**src/inc/flash_self_program_pkg.sv**
```systemverilog
// Contract
// - code protect low blocks external access, reads zero
// - cpu reads always proceed regardless of protection
// - self-writes only outside the guarded region
// - two-bit guard field selects protected block size
// - four user id words at 8000h-8003h
// - read trigger returns one word, two fetches ignored
// - programming performs no automatic erase
// - erase always covers one whole row
// - at most 32 words per programming operation
// - upper ten bits row, lower five latch
// - programming never spans two rows
// - latches reset to 3fff after write or erase
// - load or program only after complete unlock
// - latch-only set: unlock loads latch, no program
// - latch-only clear: load final latch, program row
// - unloaded latches stay blank during programming
package flash_self_program_pkg;

    // ------------------------------------------------------------
    // geometry
    // ------------------------------------------------------------
    localparam int WORD_W     = 14;
    localparam int ADDR_W     = 15;
    localparam int LATCH_W    = 5;
    localparam int ROW_W      = 10;
    localparam int NUM_LATCH  = 32;
    localparam int UID_NUM    = 4;
    localparam int UID_IDX_W  = 2;
    localparam int ADDR_HI_W  = 7;
    localparam int ADDR_LO_W  = 8;
    localparam int DATA_HI_W  = 6;
    localparam int DATA_LO_W  = 8;

    // blank value of an erased word and of an idle latch
    localparam logic [WORD_W-1:0] BLANK_WORD = 14'h3fff;
    localparam logic [WORD_W-1:0] ZERO_WORD  = 14'h0000;

    // user id words sit at 8000h..8003h of config space
    localparam logic [ADDR_W:0]   UID_BASE   = 16'h8000;

    // ------------------------------------------------------------
    // guard field: first unguarded address, guard covers 0..top-1
    // ------------------------------------------------------------
    localparam logic [1:0]        GUARD_HALF    = 2'h0;
    localparam logic [1:0]        GUARD_QUARTER = 2'h1;
    localparam logic [1:0]        GUARD_BOOT    = 2'h2;
    localparam logic [1:0]        GUARD_NONE    = 2'h3;
    localparam logic [ADDR_W-1:0] TOP_HALF      = 15'h2000;
    localparam logic [ADDR_W-1:0] TOP_QUARTER   = 15'h1000;
    localparam logic [ADDR_W-1:0] TOP_BOOT      = 15'h0200;
    localparam logic [ADDR_W-1:0] TOP_NONE      = 15'h0000;

    // ------------------------------------------------------------
    // timing: fetches ignored after a read trigger
    // ------------------------------------------------------------
    localparam logic [1:0] READ_STALL = 2'h2;

    // ------------------------------------------------------------
    // control bits written by software
    // ------------------------------------------------------------
    typedef struct packed {
        logic write_allow;
        logic config_space_sel;
        logic latch_only_load;
        logic row_erase;
    } flash_ctrl_t;

    // row request towards the flash array
    typedef struct packed {
        logic [ROW_W-1:0]                    row;
        logic [NUM_LATCH-1:0][WORD_W-1:0]    data;
    } row_req_t;

    // sequencer states, one-hot
    typedef enum logic [4:0] {
        ST_IDLE  = 5'b00001,
        ST_READ  = 5'b00010,
        ST_PROG  = 5'b00100,
        ST_ERASE = 5'b01000,
        ST_EXT   = 5'b10000
    } seq_state_t;

endpackage

```
**src/rtl/write_latch_bank.sv**
```systemverilog
`timescale 1ns/100ps
// ------------------------------------------------------------
// write latch bank: one row worth of staging words
// ------------------------------------------------------------
module write_latch_bank
    import flash_self_program_pkg::*;
(
    input  wire logic                              clk,
    input  wire logic                              rst_n,
    input  wire logic                              load_en,
    input  wire logic [LATCH_W-1:0]                load_idx,
    input  wire logic [WORD_W-1:0]                 load_data,
    input  wire logic                              clear,
    output logic      [NUM_LATCH-1:0][WORD_W-1:0]  latch_q
);

    // one latch per word of the row, all flops
    genvar g;
    generate
        for (g = 0; g < NUM_LATCH; g = g + 1) begin : g_latch
            // clear wins: a load racing a completion is dropped, the row is done
            always_ff @(posedge clk or negedge rst_n) begin
                if (!rst_n) begin
                    latch_q[g] <= BLANK_WORD;
                end else if (clear) begin
                    latch_q[g] <= BLANK_WORD;
                end else if (load_en && load_idx == LATCH_W'(g)) begin
                    latch_q[g] <= load_data;
                end
            end
        end
    endgenerate

endmodule // write_latch_bank

```
**src/rtl/flash_self_program_ctrl.sv**
```systemverilog
`timescale 1ns/100ps
// ------------------------------------------------------------
// program memory access and self-programming sequencer
// ------------------------------------------------------------
module flash_self_program_ctrl
    import flash_self_program_pkg::*;
(
    input  wire logic                  sys_clk,
    input  wire logic                  rst_n,
    // configuration word fields
    input  wire logic                  code_protect_n,
    input  wire logic [1:0]            self_write_guard_size,
    // cpu-side registers
    input  wire logic [ADDR_HI_W-1:0]  flash_addr_hi,
    input  wire logic [ADDR_LO_W-1:0]  flash_addr_lo,
    input  wire logic [DATA_HI_W-1:0]  flash_data_hi,
    input  wire logic [DATA_LO_W-1:0]  flash_data_lo,
    input  wire flash_ctrl_t           flash_ctrl,
    input  wire logic                  read_go,
    input  wire logic                  unlock_done,
    // cpu read answer and write status
    output logic [WORD_W-1:0]          read_word,
    output logic                       read_done,
    output logic                       fetch_ignore,
    output logic                       write_busy,
    output logic                       write_done,
    output logic                       write_refused,
    // flash array
    output logic                       flash_rd_en,
    output logic [ADDR_W-1:0]          flash_rd_addr,
    input  wire logic [WORD_W-1:0]     flash_rd_data,
    output logic                       flash_prog_req,
    output logic                       flash_erase_req,
    output logic [ROW_W-1:0]           flash_row,
    output logic [NUM_LATCH-1:0][WORD_W-1:0] flash_row_data,
    input  wire logic                  flash_op_done,
    // external programmer pins
    input  wire logic                  ext_rd_req,
    input  wire logic [ADDR_W-1:0]     ext_addr,
    output logic [WORD_W-1:0]          ext_rd_data,
    output logic                       ext_rd_valid
);

    // ------------------------------------------------------------
    // reset release
    // ------------------------------------------------------------
    logic       rst_meta_n;   // first stage, read only by the second
    logic       rst_sync_n;   // reset copy used everywhere below

    // release through two flops, assertion stays asynchronous
    always_ff @(posedge sys_clk or negedge rst_n) begin
        if (!rst_n) begin
            rst_meta_n <= 1'b0;
            rst_sync_n <= 1'b0;
        end else begin
            rst_meta_n <= 1'b1;
            rst_sync_n <= rst_meta_n;
        end
    end

    // ------------------------------------------------------------
    // external pin synchronisers
    // ------------------------------------------------------------
    logic                 ext_req_meta;  // first stage
    logic                 ext_req_sync;  // second stage
    logic                 ext_req_prev;  // edge history
    logic [ADDR_W-1:0]    ext_addr_meta; // first stage
    logic [ADDR_W-1:0]    ext_addr_sync; // second stage
    logic                 ext_req_rise;  // one cycle on request edge

    // pins come from the programmer's own timing, two flops each
    always_ff @(posedge sys_clk or negedge rst_sync_n) begin
        if (!rst_sync_n) begin
            ext_req_meta  <= 1'b0;
            ext_req_sync  <= 1'b0;
            ext_req_prev  <= 1'b0;
            ext_addr_meta <= '0;
            ext_addr_sync <= '0;
        end else begin
            ext_req_meta  <= ext_rd_req;
            ext_req_sync  <= ext_req_meta;
            ext_req_prev  <= ext_req_sync;
            ext_addr_meta <= ext_addr;
            ext_addr_sync <= ext_addr_meta;
        end
    end

    // address must be steady two cycles before the request edge
    assign ext_req_rise = ext_req_sync & ~ext_req_prev;

    // ------------------------------------------------------------
    // address decode and guard
    // ------------------------------------------------------------
    logic [ADDR_W-1:0]    cpu_addr;     // full word address
    logic [WORD_W-1:0]    cpu_data;     // data register pair
    logic [ROW_W-1:0]     cpu_row;      // row part
    logic [LATCH_W-1:0]   cpu_latch;    // latch part
    logic [ADDR_W-1:0]    guard_top;    // first unguarded address
    logic                 in_guard;     // address is shielded
    logic                 uid_hit;      // config space user id word
    logic [UID_IDX_W-1:0] uid_idx;      // which id word

    assign cpu_addr  = {flash_addr_hi, flash_addr_lo};
    assign cpu_data  = {flash_data_hi, flash_data_lo};
    assign cpu_row   = cpu_addr[ADDR_W-1:LATCH_W];
    assign cpu_latch = cpu_addr[LATCH_W-1:0];
    assign uid_idx   = cpu_addr[UID_IDX_W-1:0];

    // guard size select; guarded block starts at address zero
    always_comb begin
        case (self_write_guard_size)
            GUARD_HALF:    guard_top = TOP_HALF;
            GUARD_QUARTER: guard_top = TOP_QUARTER;
            GUARD_BOOT:    guard_top = TOP_BOOT;
            default:       guard_top = TOP_NONE;
        endcase
    end

    assign in_guard = (cpu_addr < guard_top);

    // id words mirror 8000h..8003h; the high address bit is the space select
    assign uid_hit = flash_ctrl.config_space_sel &&
                     ({1'b1, cpu_addr} < (UID_BASE + 16'(UID_NUM)));

    // ------------------------------------------------------------
    // sequencer state
    // ------------------------------------------------------------
    seq_state_t   state;        // current phase
    seq_state_t   next_state;   // phase for next edge
    logic [1:0]   stall_cnt;    // fetch cycles still ignored

    logic         unlock_ok;    // unlock accepted for a write action
    logic         do_load;      // put data into a latch
    logic         do_prog;      // start row program after the load
    logic         do_erase;     // start row erase
    logic         do_uid;       // write a user id word
    logic         op_finish;    // flash reports end of program/erase

    // an interrupted unlock never raises unlock_done, so nothing starts
    assign unlock_ok = unlock_done && flash_ctrl.write_allow &&
                       (state == ST_IDLE);
    assign do_uid    = unlock_ok && flash_ctrl.config_space_sel && uid_hit;
    assign do_erase  = unlock_ok && !flash_ctrl.config_space_sel &&
                       flash_ctrl.row_erase && !in_guard;
    assign do_load   = unlock_ok && !flash_ctrl.config_space_sel &&
                       !flash_ctrl.row_erase && !in_guard;
    assign do_prog   = do_load && !flash_ctrl.latch_only_load;
    assign op_finish = flash_op_done &&
                       (state == ST_PROG || state == ST_ERASE);

    // phase transitions
    always_comb begin
        next_state = state;
        case (state)
            ST_IDLE: begin
                if (read_go) begin
                    next_state = ST_READ;
                end else if (do_prog) begin
                    next_state = ST_PROG;
                end else if (do_erase) begin
                    next_state = ST_ERASE;
                end else if (ext_req_rise) begin
                    next_state = ST_EXT;
                end
            end
            ST_READ: begin
                if (stall_cnt == 2'h1) begin
                    next_state = ST_IDLE;
                end
            end
            ST_PROG, ST_ERASE: begin
                if (flash_op_done) begin
                    next_state = ST_IDLE;
                end
            end
            ST_EXT: begin
                next_state = ST_IDLE;
            end
            default: begin
                next_state = ST_IDLE;
            end
        endcase
    end

    // state register
    always_ff @(posedge sys_clk or negedge rst_sync_n) begin
        if (!rst_sync_n) begin
            state <= ST_IDLE;
        end else begin
            state <= next_state;
        end
    end

    // ------------------------------------------------------------
    // cpu read path
    // ------------------------------------------------------------
    // the two fetches after the trigger are swallowed while the array answers
    always_ff @(posedge sys_clk or negedge rst_sync_n) begin
        if (!rst_sync_n) begin
            stall_cnt    <= 2'h0;
            fetch_ignore <= 1'b0;
        end else if (state == ST_IDLE && read_go) begin
            stall_cnt    <= READ_STALL;
            fetch_ignore <= 1'b1;
        end else if (state == ST_READ) begin
            stall_cnt    <= stall_cnt - 2'h1;
            fetch_ignore <= (stall_cnt != 2'h1);
        end else begin
            fetch_ignore <= 1'b0;
        end
    end

    // ------------------------------------------------------------
    // flash read port, shared by cpu and programmer
    // ------------------------------------------------------------
    logic   rd_cfg;      // current cpu read targets config space
    logic   rd_uid;      // that read hits a user id word

    // cpu has priority; the programmer only gets an idle array
    always_ff @(posedge sys_clk or negedge rst_sync_n) begin
        if (!rst_sync_n) begin
            flash_rd_en   <= 1'b0;
            flash_rd_addr <= '0;
            rd_cfg        <= 1'b0;
            rd_uid        <= 1'b0;
        end else if (state == ST_IDLE && read_go) begin
            flash_rd_en   <= !flash_ctrl.config_space_sel;
            flash_rd_addr <= cpu_addr;
            rd_cfg        <= flash_ctrl.config_space_sel;
            rd_uid        <= uid_hit;
        end else if (state == ST_IDLE && ext_req_rise) begin
            flash_rd_en   <= code_protect_n;
            flash_rd_addr <= ext_addr_sync;
        end else begin
            flash_rd_en   <= 1'b0;
        end
    end

    // ------------------------------------------------------------
    // user id words
    // ------------------------------------------------------------
    logic [UID_NUM-1:0][WORD_W-1:0] uid_word; // software-writable id store

    // written straight by an unlocked config-space write, no latch involved
    always_ff @(posedge sys_clk or negedge rst_sync_n) begin
        if (!rst_sync_n) begin
            uid_word <= {UID_NUM{BLANK_WORD}};
        end else if (do_uid) begin
            uid_word[uid_idx] <= cpu_data;
        end
    end

    // cpu answer: array word lands one cycle after the enable
    always_ff @(posedge sys_clk or negedge rst_sync_n) begin
        if (!rst_sync_n) begin
            read_word <= ZERO_WORD;
            read_done <= 1'b0;
        end else if (state == ST_READ && stall_cnt == 2'h1) begin
            // config space beyond the id words reads as zero here
            if (rd_cfg) begin
                read_word <= rd_uid ? uid_word[flash_rd_addr[UID_IDX_W-1:0]] : ZERO_WORD;
            end else begin
                read_word <= flash_rd_data;
            end
            read_done <= 1'b1;
        end else begin
            read_done <= 1'b0;
        end
    end

    logic   ext_pend;    // array word for the programmer is due now

    // programmer answer: protected parts read as all zeros; the array
    // answers a cycle after the enable, so the capture waits one cycle
    always_ff @(posedge sys_clk or negedge rst_sync_n) begin
        if (!rst_sync_n) begin
            ext_pend     <= 1'b0;
            ext_rd_data  <= ZERO_WORD;
            ext_rd_valid <= 1'b0;
        end else begin
            ext_pend     <= (state == ST_EXT);
            ext_rd_valid <= ext_pend;
            if (ext_pend) begin
                ext_rd_data <= code_protect_n ? flash_rd_data : ZERO_WORD;
            end
        end
    end

    // ------------------------------------------------------------
    // write latches
    // ------------------------------------------------------------
    logic [NUM_LATCH-1:0][WORD_W-1:0] latch_q; // staged row image

    // index is only the low five bits, so a load can never leave the row
    write_latch_bank u_latches (
        .clk       (sys_clk),
        .rst_n     (rst_sync_n),
        .load_en   (do_load),
        .load_idx  (cpu_latch),
        .load_data (cpu_data),
        .clear     (op_finish),
        .latch_q   (latch_q)
    );

    // ------------------------------------------------------------
    // row program and erase requests
    // ------------------------------------------------------------
    // final word is folded in here since the bank only sees it next edge
    always_ff @(posedge sys_clk or negedge rst_sync_n) begin
        if (!rst_sync_n) begin
            flash_prog_req  <= 1'b0;
            flash_erase_req <= 1'b0;
            flash_row       <= '0;
            flash_row_data  <= {NUM_LATCH{BLANK_WORD}};
        end else if (state == ST_IDLE && !read_go && do_prog) begin
            flash_prog_req  <= 1'b1;
            flash_row       <= cpu_row;
            flash_row_data  <= latch_q;
            flash_row_data[cpu_latch] <= cpu_data;
        end else if (state == ST_IDLE && !read_go && do_erase) begin
            flash_erase_req <= 1'b1;
            flash_row       <= cpu_row;
        end else if (op_finish) begin
            flash_prog_req  <= 1'b0;
            flash_erase_req <= 1'b0;
        end
    end

    // ------------------------------------------------------------
    // status towards software
    // ------------------------------------------------------------
    // refused: an unlocked write that hit the guard, nothing was touched
    always_ff @(posedge sys_clk or negedge rst_sync_n) begin
        if (!rst_sync_n) begin
            write_busy    <= 1'b0;
            write_done    <= 1'b0;
            write_refused <= 1'b0;
        end else begin
            write_busy    <= (next_state == ST_PROG) || (next_state == ST_ERASE);
            write_done    <= op_finish || do_uid || (do_load && !do_prog);
            write_refused <= unlock_ok && !flash_ctrl.config_space_sel && in_guard;
        end
    end

endmodule // flash_self_program_ctrl

```
**config.mk**
```make
export PLATFORM = sky130hd
export DESIGN_NAME = flash_self_program_ctrl
export DESIGN_NICKNAME = d
export VERILOG_FILES = /design/src/inc/flash_self_program_pkg.sv /design/src/rtl/write_latch_bank.sv /design/src/rtl/flash_self_program_ctrl.sv
export SDC_FILE = /design/constraint.sdc
export NUM_CORES = 2
export LEC_CHECK = 0
export BUFFER_PORTS_ARGS = -buffer_cell sky130_fd_sc_hd__clkbuf_2
export CAP_MARGIN = 20
export CORE_MARGIN = 2
export CORE_UTILIZATION = 45
export DETAILED_ROUTE_END_ITERATION = 6
export GPL_TIMING_DRIVEN = 0
export SLEW_MARGIN = 30
export SYNTH_ARGS = -nofsm -noshare
export SYNTH_HDL_FRONTEND = slang
export SYNTH_SLANG_ARGS = --single-unit
```
**constraint.sdc**
```tcl
create_clock -name sys_clk -period 68.9 [get_ports sys_clk]
set_input_delay 17.225 -clock sys_clk [delete_from_list [all_inputs] [get_ports sys_clk]]
set_output_delay 17.225 -clock sys_clk [all_outputs]
set_load 0.02 [all_outputs]
```
==> results.txt <==
Vias in the first global route: 33961
Cell area after synthesis: 47300 um2
Ports: 581
WL/cell: 26.7 um
Gpl congestion: 0.872
Final Setup Violations: 0
Synthesized Nets: 4188
Clock Skew: 0.0281 ns
Die Ht: 328 um
Critical-path cell list: clkbuf_2 -> or2_2 -> ha_1 -> a211oi_1 -> nand2_1 -> o211ai_1 -> clkbuf_1 -> clkbuf_1 -> buf_2 -> nand2_1 -> o21ai_0
RSZ-0062 raised after global routing: no
Fill cells: 9356
Initial Util: 45.5%
CTS tree: yes
Number of port buffers: 565
Worst Setup Start Kind: primary input
Longest Clk Path Bufs: 3
Run status: finished, final reports clean
Post-cts resize count: 0
All-Layer GR Usage: 30.9%
Root Buffer: clkbuf_16
Register area share after synthesis: 58.6%
Number of synthesized register bits: 1059
Die width: 328 um
Crit path kind: in2reg
Total power: 1990 uW
Main area contributors after synthesis: dfstp_2, mux2i_1, nand2_1, dfrtp_1, o21ai_0
Initial antenna violation count: 12
Clk sinks: 1059
Mean Syn Cell Area: 11.5 um2
Synth warn: 0
Cells after Synth: 4114
Htree depth: 3
Vias: 34327
Final hold slack: 0.342 ns
Top cell type's share of synthesized area: 53.0%
Clk pin slew, worst setup/hold paths: 0.06 ns
Post CTS Setup Buffer Count: 0
Max Fclk: 48.4 MHz
Initial drt markers: 2772
Pre-CTS setup slack: 47.69 ns
Worst Path Max Fanout: 10
DR vias/cell: 5.45
GRT overflow: 0
Hold Path Class: reg2reg
Share of flip-flops with an asynchronous set or reset: 100%
Final hold vios: 0
Hpwl dp: 121000 um
Commonest cells in the netlist: dfstp_2, nand2_1, mux2i_1, o21ai_0, clkbuf_1
Initial DRT Pass Iterations: 6
Register area: 27700 um2
Yosys top cell by area: dfstp_2
Cell Rows: 118
Final ANT Viol Nets: 0
DRC violations left: 0
Worst setup EP type: flop
Predominant post-synthesis flop cell: dfstp_2
Worst setup margin: 48.23 ns
Worst vdd ir: 0.0000241 V
Leak: 0.0287 uW
Netlist cell types: 47
Pwr dens: 35.4 nW/um2
Slowest Stage Delay on Critical Path: 0.89 ns
Max-slew violation count: 0
Latest clock arrival within the worst-skew pair: 0.71 ns
CP required: 69.51 ns
Total CTS buffers: 114
Layout cells sized above 1: 40.9%
Post-route setup TNS: 0 ns
Largest net degree at the start of global routing: 52
CP arrival: 21.28 ns
Final WL: 168000 um
Most instantiated library cell after synthesis: dfstp_2
Area of the multi-input gates: 17800 um2
Slew margin rel.: 28.0%
CORE AREA: 104000 um2
Minimum clock period: 20.67 ns
Slew @ Worst Pin: 1.08 ns
Syn-to-layout area delta: 19.2%
Fin crit share: 30.0%
Max cap viols: 0
Hold-fix buffers at CTS: 0
EDFF count, synth: 0
Final core occ: 54.3%
Die Footprint: 108000 um2
Slowest CP cell: o211ai_1
Wire length of the first global-routing pass: 241000 um
Nets: 4899
## where the power goes
part           leakage (uW)  switching, uW  total (uW)  internal [uW]
sequential           0.0111           84.8         954            869
combinational        0.0157            265         425            160
clock               0.00184            256         613            357
## flip-flops by register name, summed over array words and instances, names as in the netlist, 2 cells and up
register / cells
flash_row_data: 448
u_latches.latch_q: 448
uid_word: 56
ext_addr_meta: 15
ext_addr_sync: 15
flash_rd_addr: 15
ext_rd_data: 14
read_word: 14
flash_row: 10
state: 5
stall_cnt: 2
## per-stage QoR
stage	cells	cell area, um2
final	6303	56300
after global routing	6297	56300
after CTS	6294	56300
after detailed placement	6088	52600
after global placement	6059	51800
after floorplan	4114	47300
## placed cells by master, fill, tap and decap left out, drive strengths merged, types with 5 or more instances in the layout
cell type,netlist,routed
or3b,5,5
dfstp,953,953
nor4,16,16
bufinv,0,5
clkbuf,254,994
or3,8,8
nor3,6,6
nor2b,16,16
nor2,74,74
dfrtp,106,106
inv,19,21
o211ai,32,32
nand2,952,952
buf,124,153
clkinv,0,22
diode,0,8
nand3,20,20
a31oi,29,29
o21ai,482,482
nand2b,7,7
mux2,67,67
mux2i,897,897
mux4,14,14
## cell type report
| cell class | instances | area share [%] |
|---|---|---|
| Tap cell | 1380 | 3.07 |
| Sequential cell | 1059 | 49.2 |
| Clock buffer | 174 | 6.06 |
| Inverter | 19 | 0.127 |
| Antenna cell | 8 | 0.0355 |
| Multi-Input combinational cell | 2658 | 31.6 |
| Buffer | 378 | 3.16 |
| Timing Repair Buffer | 595 | 6.25 |
| Clock inverter | 32 | 0.540 |
## path summary, 6_finish.rpt
path                                     startpoint                  end  slack [ns]  cells after the start
setup / recovery           self_write_guard_size[1]  flash_row_data[420]       48.23                     11
hold / removal                         ext_req_meta         ext_req_sync        0.34                      0
setup reg to reg                           state[4]  flash_row_data[420]       65.55                      8
hold reg to reg                        ext_req_meta         ext_req_sync        0.34                      0
max in group asynchronous                     rst_n           rst_sync_n       52.48                      1
min in group asynchronous                rst_sync_n  flash_row_data[165]        0.57                      0
## critical path: cells and delay by family
kind	cells	cell delay, ns
compound gates	3	1.17
fa+ha+maj	1	0.31
simple gates	3	0.73
buf+inv	4	1.81
## logic make-up (layout without fill, tap and decap cells)
group / Yosys count / count (layout) / synth area share [%]
AOI/OAI and AO/OA: 551 / 551 / 6.40
xor gates and xnor gates: 2 / 2 / 0.0371
adders and majority gates: 3 / 3 / 0.0794
buffers and inverters: 397 / 1198 / 3.79
DFF: 1059 / 1059 / 58.6
muxes: 978 / 978 / 21.3
other: 1 / 9 / 0.00794
and+or+nand+nor: 1123 / 1123 / 9.82
## per-layer routing
layer	routed length (um)	global-route usage [%]
met4	6160	10.5
met2	78700	49.3
met1	70300	41.2
met3	12800	7.80
met5	79	0
(Power assumes the default switching activity.)
